===== src/iq_corr_pkg.sv =====
package iq_corr_pkg;

   // ************************************************************
   // Register map
   // ************************************************************
   // Printed offsets are not all multiples of four, so each is an index
   // and the byte address is four times the index.
   localparam logic [7:0]  IDX_RSVD_0B       = 8'h0b;
   localparam logic [7:0]  IDX_I_GAIN        = 8'h0c;
   localparam logic [7:0]  IDX_CMIX_Q_GAIN   = 8'h0d;
   localparam logic [7:0]  IDX_RSVD_0E       = 8'h0e;
   localparam logic [7:0]  IDX_OUT_LATENCY   = 8'h0f;
   localparam logic [7:0]  IDX_PHASE         = 8'h10;
   localparam logic [7:0]  IDX_SYNC_CFG      = 8'h30;

   localparam logic [15:0] RST_RSVD_0B       = 16'h0000;
   localparam logic [15:0] RST_I_GAIN        = 16'h0400;
   localparam logic [15:0] RST_CMIX_Q_GAIN   = 16'h0400;
   localparam logic [15:0] RST_RSVD_0E       = 16'h0400;
   localparam logic [15:0] RST_OUT_LATENCY   = 16'h0400;
   localparam logic [15:0] RST_PHASE         = 16'h0000;
   localparam logic [15:0] RST_SYNC_CFG      = 16'h0000;

   // ************************************************************
   // Field positions
   // ************************************************************
   localparam int GAIN_MSB      = 10;
   localparam int GAIN_FRAC     = 10;
   localparam int CMIX_MSB      = 15;
   localparam int CMIX_LSB      = 12;
   localparam int LAT_MSB       = 15;
   localparam int LAT_LSB       = 14;
   localparam int PHASE_MSB     = 11;
   localparam int PHASE_FRAC    = 12;
   localparam int AUTOSYNC_BIT  = 0;

   // ************************************************************
   // AXI responses and sample carrier
   // ************************************************************
   localparam logic [1:0] RESP_OKAY   = 2'h0;
   localparam logic [1:0] RESP_SLVERR = 2'h2;

   typedef struct packed {
      logic [15:0] i_smp;
      logic [15:0] q_smp;
   } iq_sample_t;

endpackage : iq_corr_pkg


===== src/sample_fifo.sv =====
`timescale 1ns/1ps
module sample_fifo #(
   parameter int WIDTH = 32,
   parameter int DEPTH = 8
) (
   // Clock and reset
   input  wire logic             sys_clk,
   input  wire logic             rst,
   // Fill side
   input  wire logic [WIDTH-1:0] in_data,
   input  wire logic             in_valid,
   output logic                  in_ready,
   // Drain side
   output logic      [WIDTH-1:0] out_data,
   output logic                  out_valid,
   input  wire logic             out_ready
);
   localparam int AW = $clog2(DEPTH);

   logic [WIDTH-1:0] mem_q [DEPTH];
   logic [AW-1:0]    wr_q, wr_d, rd_q, rd_d;
   logic [AW:0]      cnt_q, cnt_d;
   logic             push, pop;

   always_comb
   begin
      push = in_valid && (cnt_q != AW'(0) + (AW+1)'(DEPTH));
      pop  = out_ready && (cnt_q != '0);
      wr_d = push ? ((wr_q == AW'(DEPTH-1)) ? '0 : wr_q + 1'b1) : wr_q;
      rd_d = pop ? ((rd_q == AW'(DEPTH-1)) ? '0 : rd_q + 1'b1) : rd_q;
      cnt_d = cnt_q + (AW+1)'(push) - (AW+1)'(pop);
   end

   always_ff @(posedge sys_clk or posedge rst)
   begin
      if (rst)
      begin
         wr_q  <= '0;
         rd_q  <= '0;
         cnt_q <= '0;
      end
      else
      begin
         wr_q  <= wr_d;
         rd_q  <= rd_d;
         cnt_q <= cnt_d;
      end
   end

   // Storage carries no reset so it maps onto plain RAM.
   always_ff @(posedge sys_clk)
   begin
      if (push)
         mem_q[wr_q] <= in_data;
   end

   assign in_ready  = (cnt_q != (AW+1)'(DEPTH));
   assign out_valid = (cnt_q != '0);
   assign out_data  = mem_q[rd_q];

endmodule : sample_fifo


===== src/iq_gain_phase_coarse_mixer.sv =====
// Decided for this implementation: the AXI4-Lite interface to the registers.
`timescale 1ns/1ps
// Operation
// - I samples are scaled by an unsigned 11-bit gain with 10 fraction bits.
// - Q samples are scaled by their own unsigned gain in the same format.
// - Control bits 15 to 12 select shifts of +Fs/8, +Fs/4, Fs/2 and -Fs/4.
// - Several selected shifts cascade into a total of n times Fs/8.
// - Bits 15:14 of the latency register delay both outputs 0 to 3 cycles.
// - Phase is 12-bit two's complement covering -0.5 to just under 0.5.
// - The Q sample times the phase value is added into the I sample.
// - With auto-sync enabled, a phase register write raises a sync event.
// - The sync event loads both gains and the phase into use together.
// - Gain register writes alone change only the shadow copies.
// - Both gain fields reset to unity, 0x0400.
module iq_gain_phase_coarse_mixer
   import iq_corr_pkg::*;
#(
   parameter int FIFO_DEPTH = 8
) (
   // Clock and reset
   input  wire logic                     sys_clk,
   input  wire logic                     rst,
   // AXI4-Lite write address and data
   input  wire logic [9:0]               s_axi_awaddr,
   input  wire logic                     s_axi_awvalid,
   output logic                          s_axi_awready,
   input  wire logic [31:0]              s_axi_wdata,
   input  wire logic [3:0]               s_axi_wstrb,
   input  wire logic                     s_axi_wvalid,
   output logic                          s_axi_wready,
   // AXI4-Lite write response
   output logic [1:0]                    s_axi_bresp,
   output logic                          s_axi_bvalid,
   input  wire logic                     s_axi_bready,
   // AXI4-Lite read
   input  wire logic [9:0]               s_axi_araddr,
   input  wire logic                     s_axi_arvalid,
   output logic                          s_axi_arready,
   output logic [31:0]                   s_axi_rdata,
   output logic [1:0]                    s_axi_rresp,
   output logic                          s_axi_rvalid,
   input  wire logic                     s_axi_rready,
   // Upstream samples
   input  wire iq_corr_pkg::iq_sample_t  in_sample,
   input  wire logic                     in_valid,
   output logic                          in_ready,
   // Converter samples
   output iq_corr_pkg::iq_sample_t       out_sample,
   output logic                          out_valid
);
   import iq_corr_pkg::*;

   // ************************************************************
   // Register slave
   // ************************************************************
   logic [15:0] i_gain_q, i_gain_d, cmix_q, cmix_d, lat_q, lat_d;
   logic [15:0] phase_q, phase_d, sync_q, sync_d;
   logic [15:0] rsvd0b_q, rsvd0b_d, rsvd0e_q, rsvd0e_d;
   logic        aw_hold_q, aw_hold_d, w_hold_q, w_hold_d;
   logic [9:0]  aw_addr_q, aw_addr_d;
   logic [31:0] w_data_q, w_data_d;
   logic [3:0]  w_strb_q, w_strb_d;
   logic        bvalid_q, bvalid_d, rvalid_q, rvalid_d;
   logic [1:0]  bresp_q, bresp_d, rresp_q, rresp_d;
   logic [31:0] rdata_q, rdata_d;
   logic        sync_evt;
   logic        do_wr;
   logic [7:0]  wr_idx;

   function automatic logic [15:0] merge(input logic [15:0] old,
                                         input logic [31:0] val,
                                         input logic [3:0]  strb);
      merge = old;
      if (strb[0])
         merge[7:0] = val[7:0];
      if (strb[1])
         merge[15:8] = val[15:8];
   endfunction : merge

   function automatic logic mapped(input logic [7:0] idx);
      mapped = (idx >= IDX_RSVD_0B && idx <= IDX_PHASE) ||
               (idx == IDX_SYNC_CFG);
   endfunction : mapped

   always_comb
   begin
      aw_hold_d = aw_hold_q;
      w_hold_d  = w_hold_q;
      aw_addr_d = aw_addr_q;
      w_data_d  = w_data_q;
      w_strb_d  = w_strb_q;
      bvalid_d  = bvalid_q;
      bresp_d   = bresp_q;
      rvalid_d  = rvalid_q;
      rresp_d   = rresp_q;
      rdata_d   = rdata_q;
      i_gain_d  = i_gain_q;
      cmix_d    = cmix_q;
      lat_d     = lat_q;
      phase_d   = phase_q;
      sync_d    = sync_q;
      rsvd0b_d  = rsvd0b_q;
      rsvd0e_d  = rsvd0e_q;
      sync_evt  = 1'b0;
      if (s_axi_awvalid && !aw_hold_q)
      begin
         aw_hold_d = 1'b1;
         aw_addr_d = s_axi_awaddr;
      end
      if (s_axi_wvalid && !w_hold_q)
      begin
         w_hold_d = 1'b1;
         w_data_d = s_axi_wdata;
         w_strb_d = s_axi_wstrb;
      end
      do_wr  = aw_hold_q && w_hold_q && !bvalid_q;
      wr_idx = aw_addr_q[9:2];
      if (do_wr)
      begin
         aw_hold_d = 1'b0;
         w_hold_d  = 1'b0;
         bvalid_d  = 1'b1;
         bresp_d   = mapped(wr_idx) ? RESP_OKAY : RESP_SLVERR;
         unique case (wr_idx)
            IDX_RSVD_0B:     rsvd0b_d = merge(rsvd0b_q, w_data_q, w_strb_q);
            IDX_I_GAIN:      i_gain_d = merge(i_gain_q, w_data_q, w_strb_q);
            IDX_CMIX_Q_GAIN: cmix_d = merge(cmix_q, w_data_q, w_strb_q);
            IDX_RSVD_0E:     rsvd0e_d = merge(rsvd0e_q, w_data_q, w_strb_q);
            IDX_OUT_LATENCY: lat_d = merge(lat_q, w_data_q, w_strb_q);
            IDX_PHASE:
            begin
               phase_d  = merge(phase_q, w_data_q, w_strb_q);
               sync_evt = sync_q[AUTOSYNC_BIT];
            end
            IDX_SYNC_CFG:    sync_d = merge(sync_q, w_data_q, w_strb_q);
            default:         ;
         endcase
      end
      if (bvalid_q && s_axi_bready)
         bvalid_d = 1'b0;
      if (rvalid_q && s_axi_rready)
         rvalid_d = 1'b0;
      if (s_axi_arvalid && !rvalid_q)
      begin
         rvalid_d = 1'b1;
         rresp_d  = mapped(s_axi_araddr[9:2]) ? RESP_OKAY : RESP_SLVERR;
         unique case (s_axi_araddr[9:2])
            IDX_RSVD_0B:     rdata_d = {16'h0000, rsvd0b_q};
            IDX_I_GAIN:      rdata_d = {16'h0000, i_gain_q};
            IDX_CMIX_Q_GAIN: rdata_d = {16'h0000, cmix_q};
            IDX_RSVD_0E:     rdata_d = {16'h0000, rsvd0e_q};
            IDX_OUT_LATENCY: rdata_d = {16'h0000, lat_q};
            IDX_PHASE:       rdata_d = {16'h0000, phase_q};
            IDX_SYNC_CFG:    rdata_d = {16'h0000, sync_q};
            default:         rdata_d = 32'h0000_0000;
         endcase
      end
   end

   always_ff @(posedge sys_clk or posedge rst)
   begin
      if (rst)
      begin
         aw_hold_q <= 1'b0;
         w_hold_q  <= 1'b0;
         aw_addr_q <= '0;
         w_data_q  <= '0;
         w_strb_q  <= '0;
         bvalid_q  <= 1'b0;
         bresp_q   <= RESP_OKAY;
         rvalid_q  <= 1'b0;
         rresp_q   <= RESP_OKAY;
         rdata_q   <= '0;
         i_gain_q  <= RST_I_GAIN;
         cmix_q    <= RST_CMIX_Q_GAIN;
         lat_q     <= RST_OUT_LATENCY;
         phase_q   <= RST_PHASE;
         sync_q    <= RST_SYNC_CFG;
         rsvd0b_q  <= RST_RSVD_0B;
         rsvd0e_q  <= RST_RSVD_0E;
      end
      else
      begin
         aw_hold_q <= aw_hold_d;
         w_hold_q  <= w_hold_d;
         aw_addr_q <= aw_addr_d;
         w_data_q  <= w_data_d;
         w_strb_q  <= w_strb_d;
         bvalid_q  <= bvalid_d;
         bresp_q   <= bresp_d;
         rvalid_q  <= rvalid_d;
         rresp_q   <= rresp_d;
         rdata_q   <= rdata_d;
         i_gain_q  <= i_gain_d;
         cmix_q    <= cmix_d;
         lat_q     <= lat_d;
         phase_q   <= phase_d;
         sync_q    <= sync_d;
         rsvd0b_q  <= rsvd0b_d;
         rsvd0e_q  <= rsvd0e_d;
      end
   end

   assign s_axi_awready = !aw_hold_q;
   assign s_axi_wready  = !w_hold_q;
   assign s_axi_bvalid  = bvalid_q;
   assign s_axi_bresp   = bresp_q;
   assign s_axi_arready = !rvalid_q;
   assign s_axi_rvalid  = rvalid_q;
   assign s_axi_rresp   = rresp_q;
   assign s_axi_rdata   = rdata_q;

   // ************************************************************
   // Active correction values
   // ************************************************************
   // Gain writes only touch the shadow registers above; the datapath
   // reads these copies, loaded all at once by the sync event.
   logic [10:0] act_gi_q, act_gi_d, act_gq_q, act_gq_d;
   logic [11:0] act_ph_q, act_ph_d;
   logic [3:0]  act_mix_q, act_mix_d;

   always_comb
   begin
      act_gi_d  = act_gi_q;
      act_gq_d  = act_gq_q;
      act_ph_d  = act_ph_q;
      act_mix_d = act_mix_q;
      if (sync_evt)
      begin
         act_gi_d  = i_gain_q[GAIN_MSB:0];
         act_gq_d  = cmix_q[GAIN_MSB:0];
         act_mix_d = cmix_q[CMIX_MSB:CMIX_LSB];
         act_ph_d  = phase_d[PHASE_MSB:0];
      end
   end

   always_ff @(posedge sys_clk or posedge rst)
   begin
      if (rst)
      begin
         act_gi_q  <= RST_I_GAIN[GAIN_MSB:0];
         act_gq_q  <= RST_CMIX_Q_GAIN[GAIN_MSB:0];
         act_ph_q  <= RST_PHASE[PHASE_MSB:0];
         act_mix_q <= RST_CMIX_Q_GAIN[CMIX_MSB:CMIX_LSB];
      end
      else
      begin
         act_gi_q  <= act_gi_d;
         act_gq_q  <= act_gq_d;
         act_ph_q  <= act_ph_d;
         act_mix_q <= act_mix_d;
      end
   end

   // ************************************************************
   // Sample path
   // ************************************************************
   iq_sample_t fifo_data;
   logic       fifo_valid;

   sample_fifo #(
      .WIDTH ($bits(iq_sample_t)),
      .DEPTH (FIFO_DEPTH)
   ) u_fifo (
      .sys_clk   (sys_clk),
      .rst       (rst),
      .in_data   (in_sample),
      .in_valid  (in_valid),
      .in_ready  (in_ready),
      .out_data  (fifo_data),
      .out_valid (fifo_valid),
      .out_ready (1'b1)
   );

   function automatic logic signed [15:0] sat(input logic signed [31:0] v);
      if (v > 32'sd32767)
         sat = 16'sh7fff;
      else if (v < -32'sd32768)
         sat = 16'sh8000;
      else
         sat = v[15:0];
   endfunction : sat

   function automatic logic signed [15:0] neg(input logic signed [15:0] v);
      neg = sat(-32'(v));
   endfunction : neg

   // Rotate by k eighths of a turn; odd eighths use 1/sqrt2 ~ 181/256.
   function automatic iq_sample_t rot(input iq_sample_t s,
                                      input logic [2:0] k);
      logic signed [31:0] a, b;
      iq_sample_t r;
      a = 32'($signed(s.i_smp));
      b = 32'($signed(s.q_smp));
      r = s;
      unique case (k)
         3'h0: r = s;
         3'h2: r = '{i_smp: neg(s.q_smp), q_smp: s.i_smp};
         3'h4: r = '{i_smp: neg(s.i_smp), q_smp: neg(s.q_smp)};
         3'h6: r = '{i_smp: s.q_smp, q_smp: neg(s.i_smp)};
         default:
         begin
            r.i_smp = sat(((a - b) * 32'sd181) >>> 8);
            r.q_smp = sat(((a + b) * 32'sd181) >>> 8);
            if (k[2])
               r = '{i_smp: neg(r.i_smp), q_smp: neg(r.q_smp)};
            if (k[1])
               r = '{i_smp: neg(r.q_smp), q_smp: r.i_smp};
         end
      endcase
      rot = r;
   endfunction : rot

   logic signed [31:0] i_corr, q_corr;
   iq_sample_t         corr, mixed;
   logic [2:0]         step_q, step_d, ang;
   logic               stg_v_q, stg_v_d;
   iq_sample_t         stg_q, stg_d;
   iq_sample_t         dly_q [4];
   logic               dly_v_q [4];
   logic [1:0]         lat;

   always_comb
   begin
      i_corr = (32'($signed(fifo_data.i_smp)) * 32'($signed({1'b0, act_gi_q})))
               >>> GAIN_FRAC;
      q_corr = (32'($signed(fifo_data.q_smp)) * 32'($signed({1'b0, act_gq_q})))
               >>> GAIN_FRAC;
      i_corr = i_corr + ((32'($signed(fifo_data.q_smp))
               * 32'($signed(act_ph_q))) >>> PHASE_FRAC);
      corr.i_smp = sat(i_corr);
      corr.q_smp = sat(q_corr);
      // Per-sample rotation step in eighths; zero leaves data unshifted.
      ang = 3'(act_mix_q[3]) + 3'({act_mix_q[2], 1'b0})
            + 3'({act_mix_q[1], 2'b00}) - 3'({act_mix_q[0], 1'b0});
      step_d  = fifo_valid ? step_q + ang : step_q;
      mixed   = rot(corr, step_q);
      stg_d   = fifo_valid ? mixed : stg_q;
      stg_v_d = fifo_valid;
      lat     = lat_q[LAT_MSB:LAT_LSB];
   end

   always_ff @(posedge sys_clk or posedge rst)
   begin
      if (rst)
      begin
         step_q  <= '0;
         stg_q   <= '0;
         stg_v_q <= 1'b0;
         for (int n = 0; n < 4; n++)
         begin
            dly_q[n]   <= '0;
            dly_v_q[n] <= 1'b0;
         end
         out_sample <= '0;
         out_valid  <= 1'b0;
      end
      else
      begin
         step_q     <= step_d;
         stg_q      <= stg_d;
         stg_v_q    <= stg_v_d;
         dly_q[0]   <= stg_q;
         dly_v_q[0] <= stg_v_q;
         for (int n = 1; n < 4; n++)
         begin
            dly_q[n]   <= dly_q[n-1];
            dly_v_q[n] <= dly_v_q[n-1];
         end
         out_sample <= (lat == 2'h0) ? stg_q : dly_q[lat - 2'h1];
         out_valid  <= (lat == 2'h0) ? stg_v_q : dly_v_q[lat - 2'h1];
      end
   end

endmodule : iq_gain_phase_coarse_mixer


===== config.mk =====
export PLATFORM = sky130hd
export DESIGN_NAME = iq_gain_phase_coarse_mixer
export DESIGN_NICKNAME = d
export VERILOG_FILES = /design/src/iq_corr_pkg.sv /design/src/sample_fifo.sv /design/src/iq_gain_phase_coarse_mixer.sv
export SDC_FILE = /design/constraint.sdc
export NUM_CORES = 2
export LEC_CHECK = 0
export BUFFER_PORTS_ARGS = -buffer_cell sky130_fd_sc_hd__buf_2
export CORE_MARGIN = 4
export CORE_UTILIZATION = 35
export CTS_BUF_LIST = sky130_fd_sc_hd__clkbuf_2
export CTS_CLUSTER_SIZE = 24
export DETAILED_ROUTE_END_ITERATION = 7
export GPL_TIMING_DRIVEN = 0
export HOLD_SLACK_MARGIN = 0.05
export PLACE_DENSITY = 0.48
export SLEW_MARGIN = 25
export SYNTH_ARGS = -nofsm -noshare
export SYNTH_HDL_FRONTEND = slang
export SYNTH_HIERARCHICAL = 1
export SYNTH_SLANG_ARGS = --single-unit

===== constraint.sdc =====
create_clock -name sys_clk -period 53.9 [get_ports sys_clk]
set_clock_uncertainty 0.15 [all_clocks]
set_input_delay 2.695 -clock sys_clk [delete_from_list [all_inputs] [get_ports sys_clk]]
set_output_delay 2.695 -clock sys_clk [all_outputs]
set_load 0.005 [all_outputs]

==> Flow_metrics.wiki <==
{| class="wikitable"
! Metric !! Value
|-
| F_max || 40.1 MHz
|-
| Yosys warns || 6
|-
| Wire length per cell after detailed routing || 20.4 um
|-
| Worst-case clock buffer depth || 3
|-
| Number of synthesized flops with an enable pin || 256
|-
| Total power after layout || 2.50 mW
|-
| Worst slack, placed || 29.05 ns
|-
| Quantity of I/O buffers inserted on ports || 126
|-
| Critical Path Sink Type || flop
|-
| Peak fanout along the critical path || 10
|-
| Setup repair after global routing missed its margin || no
|-
| Via count of the first global-routing pass || 43.2k
|-
| Post-synthesis sequential element count || 665
|-
| Post-route cell area || 63300 sq um
|-
| Number of nets in the finished design || 6849
|-
| Non-filler cells, final || 8096
|-
| Total cell area at the placement stage || 61600 sq um
|-
| Final HPWL from detailed placement || 133 mm
|-
| Prevailing post-synth register cell || sky130_fd_sc_hd__dfrtp_1
|-
| DIE AREA || 171000 sq um
|-
| Wire length reported by the detailed router || 165 mm
|-
| H-tree lvl count || 4
|-
| Largest stage delay on the critical path || 0.71 ns
|-
| Required time worst endpoint || 55.11 ns
|-
| Count of pins over their slew limit || 0
|-
| Clock Latency Late Sink || 1.48 ns
|-
| Portion of the post-synthesis area used by sequential elements || 31.2%
|-
| Remaining global-route overflow || 0
|-
| Final core occ || 38.8%
|-
| Critical path start-end classification || reg -> reg
|-
| Async set-or-reset flop fraction in the synthesized netlist || 61.5%
|-
| Cts-stage hold buffer count || 0
|-
| Die boundary height || 413 um
|-
| Actual transition at the worst max-transition pin || 1.06 ns
|-
| Area fraction of the dominant cell type after synthesis || 20.4%
|-
| Antenna violations before repair || 5
|-
| Number of different library cells in the post-synthesis netlist || 106
|-
| CORE AREA || 163000 sq um
|-
| Final number of setup-violating endpoints || 0
|-
| Netlist area before placement || 57500 sq um
|-
| Slew headroom || 29.1%
|-
| Final Critical Period || 24.92 ns
|-
| Final Cycle Share || 46.2%
|-
| Number of failing hold endpoints at the final stage || 0
|-
| Cell type of the slowest stage on the worst timing path || sky130_fd_sc_hd__nor3_1
|-
| Number of instances resized during post-cts repair || 0
|-
| Largest cells by area after synthesis || sky130_fd_sc_hd__fa_1, sky130_fd_sc_hd__dfrtp_1, sky130_fd_sc_hd__edfxtp_1
|-
| Share of cells above drive strength 1 || 15.2%
|-
| Crit-path leading delay family || compound AO/OA/AOI/OAI gates
|-
| I/O Pins || 171
|-
| Via density per instance || 5.03
|-
| Min Hold Slack || 0.188 ns
|-
| Clock tree from TritonCTS || yes
|-
| Antenna-violating nets left || 0
|-
| Number of maximum-capacitance violations || 0
|-
| Effective utilization at floorplan || 35.3%
|-
| Run status || completed
|-
| Clk pin slew, worst setup/hold paths || 0.11 ns
|-
| Static leakage power || 30.3 nW
|-
| Count of placed standard cells including taps || 7785
|-
| Library cell occupying the most area in the post-synthesis netlist || sky130_fd_sc_hd__fa_1
|-
| Area growth from synthesis to layout || 10.0%
|-
| Post-Synthesis Mean Instance Area || 10.6 sq um
|-
| Total Negative Setup Slacks || 0 ns
|-
| Post CTS Setup Buffer Count || 0
|-
| Startpoint kind of the worst setup timing path || flop
|-
| Worst Path Arrival || 26.12 ns
|-
| Num Clock Sinks || 665
|-
| Power per Cell Area || 39.5 nW/um^2
|-
| Gate count after technology mapping || 5424
|-
| Root Buffer || sky130_fd_sc_hd__clkbuf_2
|-
| Number of placement rows || 148
|-
| Hold WC Path Type || reg -> reg
|-
| Number of buffers and inverters on the critical path || 19
|-
| Initial DRT Pass Iterations || 7
|-
| Width of the die || 413 um
|-
| Starting DRC count in detailed routing || 2109
|-
| Worst path most repeated cell || sky130_fd_sc_hd__inv_1
|-
| Worst setup slack after layout || 28.98 ns
|-
| Routability Congestion || 0.942
|-
| Inserted Clock Buffers || 168
|-
| Drc violations || 0
|-
| Peak supply drop || 135 uV
|-
| Global router's overall resource usage || 19.6%
|-
| Largest net degree at the start of global routing || 96
|-
| First-pass GRT wire length || 258 mm
|-
| Total via count after detailed routing || 40.7k
|}
per-layer routing:
metal | part of all wire, % | vias up | wire, um | track usage [%]
met5 | 0.11 | - | 187 | 0
met4 | 2.8 | 6 | 4570 | 5.99
met3 | 3.6 | 216 | 5890 | 2.60
met2 | 50 | 846 | 82100 | 34.0
met1 | 44 | 20635 | 72100 | 25.6
li1 | - | 19010 | - | -
final timing paths:
path | from | endpoint | slack [ns] | cells after the start
max in group asynchronous | rst | phase_q[15]$_DFFE_PP0P_ | 51.15 | 5
max | u_fifo/rd_q[2]$_DFFE_PP0P_ | stg_q[27]$_DFFE_PP0P_ | 28.98 | 89
min | dly_q[124]$_DFF_PP0_ | dly_q[92]$_DFF_PP0_ | 0.19 | 0
min reg2reg | dly_q[124]$_DFF_PP0_ | dly_q[92]$_DFF_PP0_ | 0.19 | 0
max reg2reg | u_fifo/rd_q[2]$_DFFE_PP0P_ | stg_q[27]$_DFFE_PP0P_ | 28.98 | 89
min in group asynchronous | rst | act_ph_q[3]$_DFFE_PP0P_ | 1.08 | 2
report_power, final:
part | internal, mW | leakage [nW] | total [mW] | switching (mW)
sequential | 0.617 | 7.85 | 0.674 | 0.0570
clock | 0.138 | 1.22 | 0.358 | 0.221
combinational | 0.510 | 21.3 | 1.47 | 0.956
total | 1.26 | 30.3 | 2.50 | 1.23
worst reg2reg max path, delay by kind of cell (launching register included):
| kind | cells | cell delay, ns |
|---|---|---|
| mux | 2 | 0.61 |
| flops | 1 | 0.38 |
| xor+xnor | 3 | 0.89 |
| simple gates | 17 | 3.51 |
| buf+inv | 19 | 3.72 |
| fa+ha+maj | 16 | 5.68 |
| compound gates | 32 | 9.90 |
cell usage in the layout, fill, tap and decap left out, drive strengths merged, types with 209 or more instances in the layout:
cell type,Yosys,layout
fa,587,587
ha,386,386
mux2,245,245
clkbuf,210,460
nor2,238,238
nand2,514,514
dfrtp,403,403
edfxtp,256,256
inv,859,867
and2,209,209
buf,47,216
cell families after synthesis:
logic type | count (synthesis) | synth area share, %
AO/OA/AOI/OAI | 820 | 9.81
XOR/XNOR | 183 | 2.80
adder cells (fa/ha/maj) | 973 | 28.8
buffers and inverters | 1119 | 7.54
flip-flops | 665 | 31.2
multiplexers | 383 | 9.35
other | 2 | 0.0131
AND/OR/NAND/NOR | 1279 | 10.5
layout make-up:
class	instances	area, sq um
Clock inverter	53	390
Sequential cell	665	17900
Clock buffer	250	1250
Tap cell	2175	2720
Multi-Input combinational cell	3657	35500
Timing Repair Buffer	169	1160
Inverter	862	3250
Antenna cell	8	20.0
Buffer	257	1090
Fill cell	16394	99700
Yosys cell counts, types with 47 or more instances:
| cell type | count |
|---|---|
| sky130_fd_sc_hd__a21o_1 | 47 |
| sky130_fd_sc_hd__a21oi_1 | 177 |
| sky130_fd_sc_hd__and2_1 | 208 |
| sky130_fd_sc_hd__clkbuf_1 | 210 |
| sky130_fd_sc_hd__dfrtp_1 | 403 |
| sky130_fd_sc_hd__edfxtp_1 | 256 |
| sky130_fd_sc_hd__fa_1 | 587 |
| sky130_fd_sc_hd__ha_1 | 386 |
| sky130_fd_sc_hd__inv_1 | 858 |
| sky130_fd_sc_hd__mux2_2 | 242 |
| sky130_fd_sc_hd__mux4_2 | 95 |
| sky130_fd_sc_hd__nand2_1 | 514 |
| sky130_fd_sc_hd__nand3_1 | 58 |
| sky130_fd_sc_hd__nor2_1 | 236 |
| sky130_fd_sc_hd__nor3_1 | 79 |
| sky130_fd_sc_hd__o21ai_0 | 178 |
| sky130_fd_sc_hd__xnor2_1 | 129 |
| sky130_fd_sc_hd__xor2_1 | 53 |
state kept, by name, indices dropped and copies added (netlist names), 4 cells and up:
signal        cells
rsvd0e_q         16
phase_q          16
aw_addr_q         8
sync_q           16
u_fifo/mem_q    256
i_gain_q         16
dly_q           128
rsvd0b_q         16
lat_q            16
out_sample       32
act_ph_q         12
cmix_q           16
act_mix_q         4
w_data_q         16
dly_v_q           4
stg_q            32
act_gq_q         11
u_fifo/cnt_q      4
act_gi_q         11
s_axi_rdata      16
(Power assumes the default switching activity.)
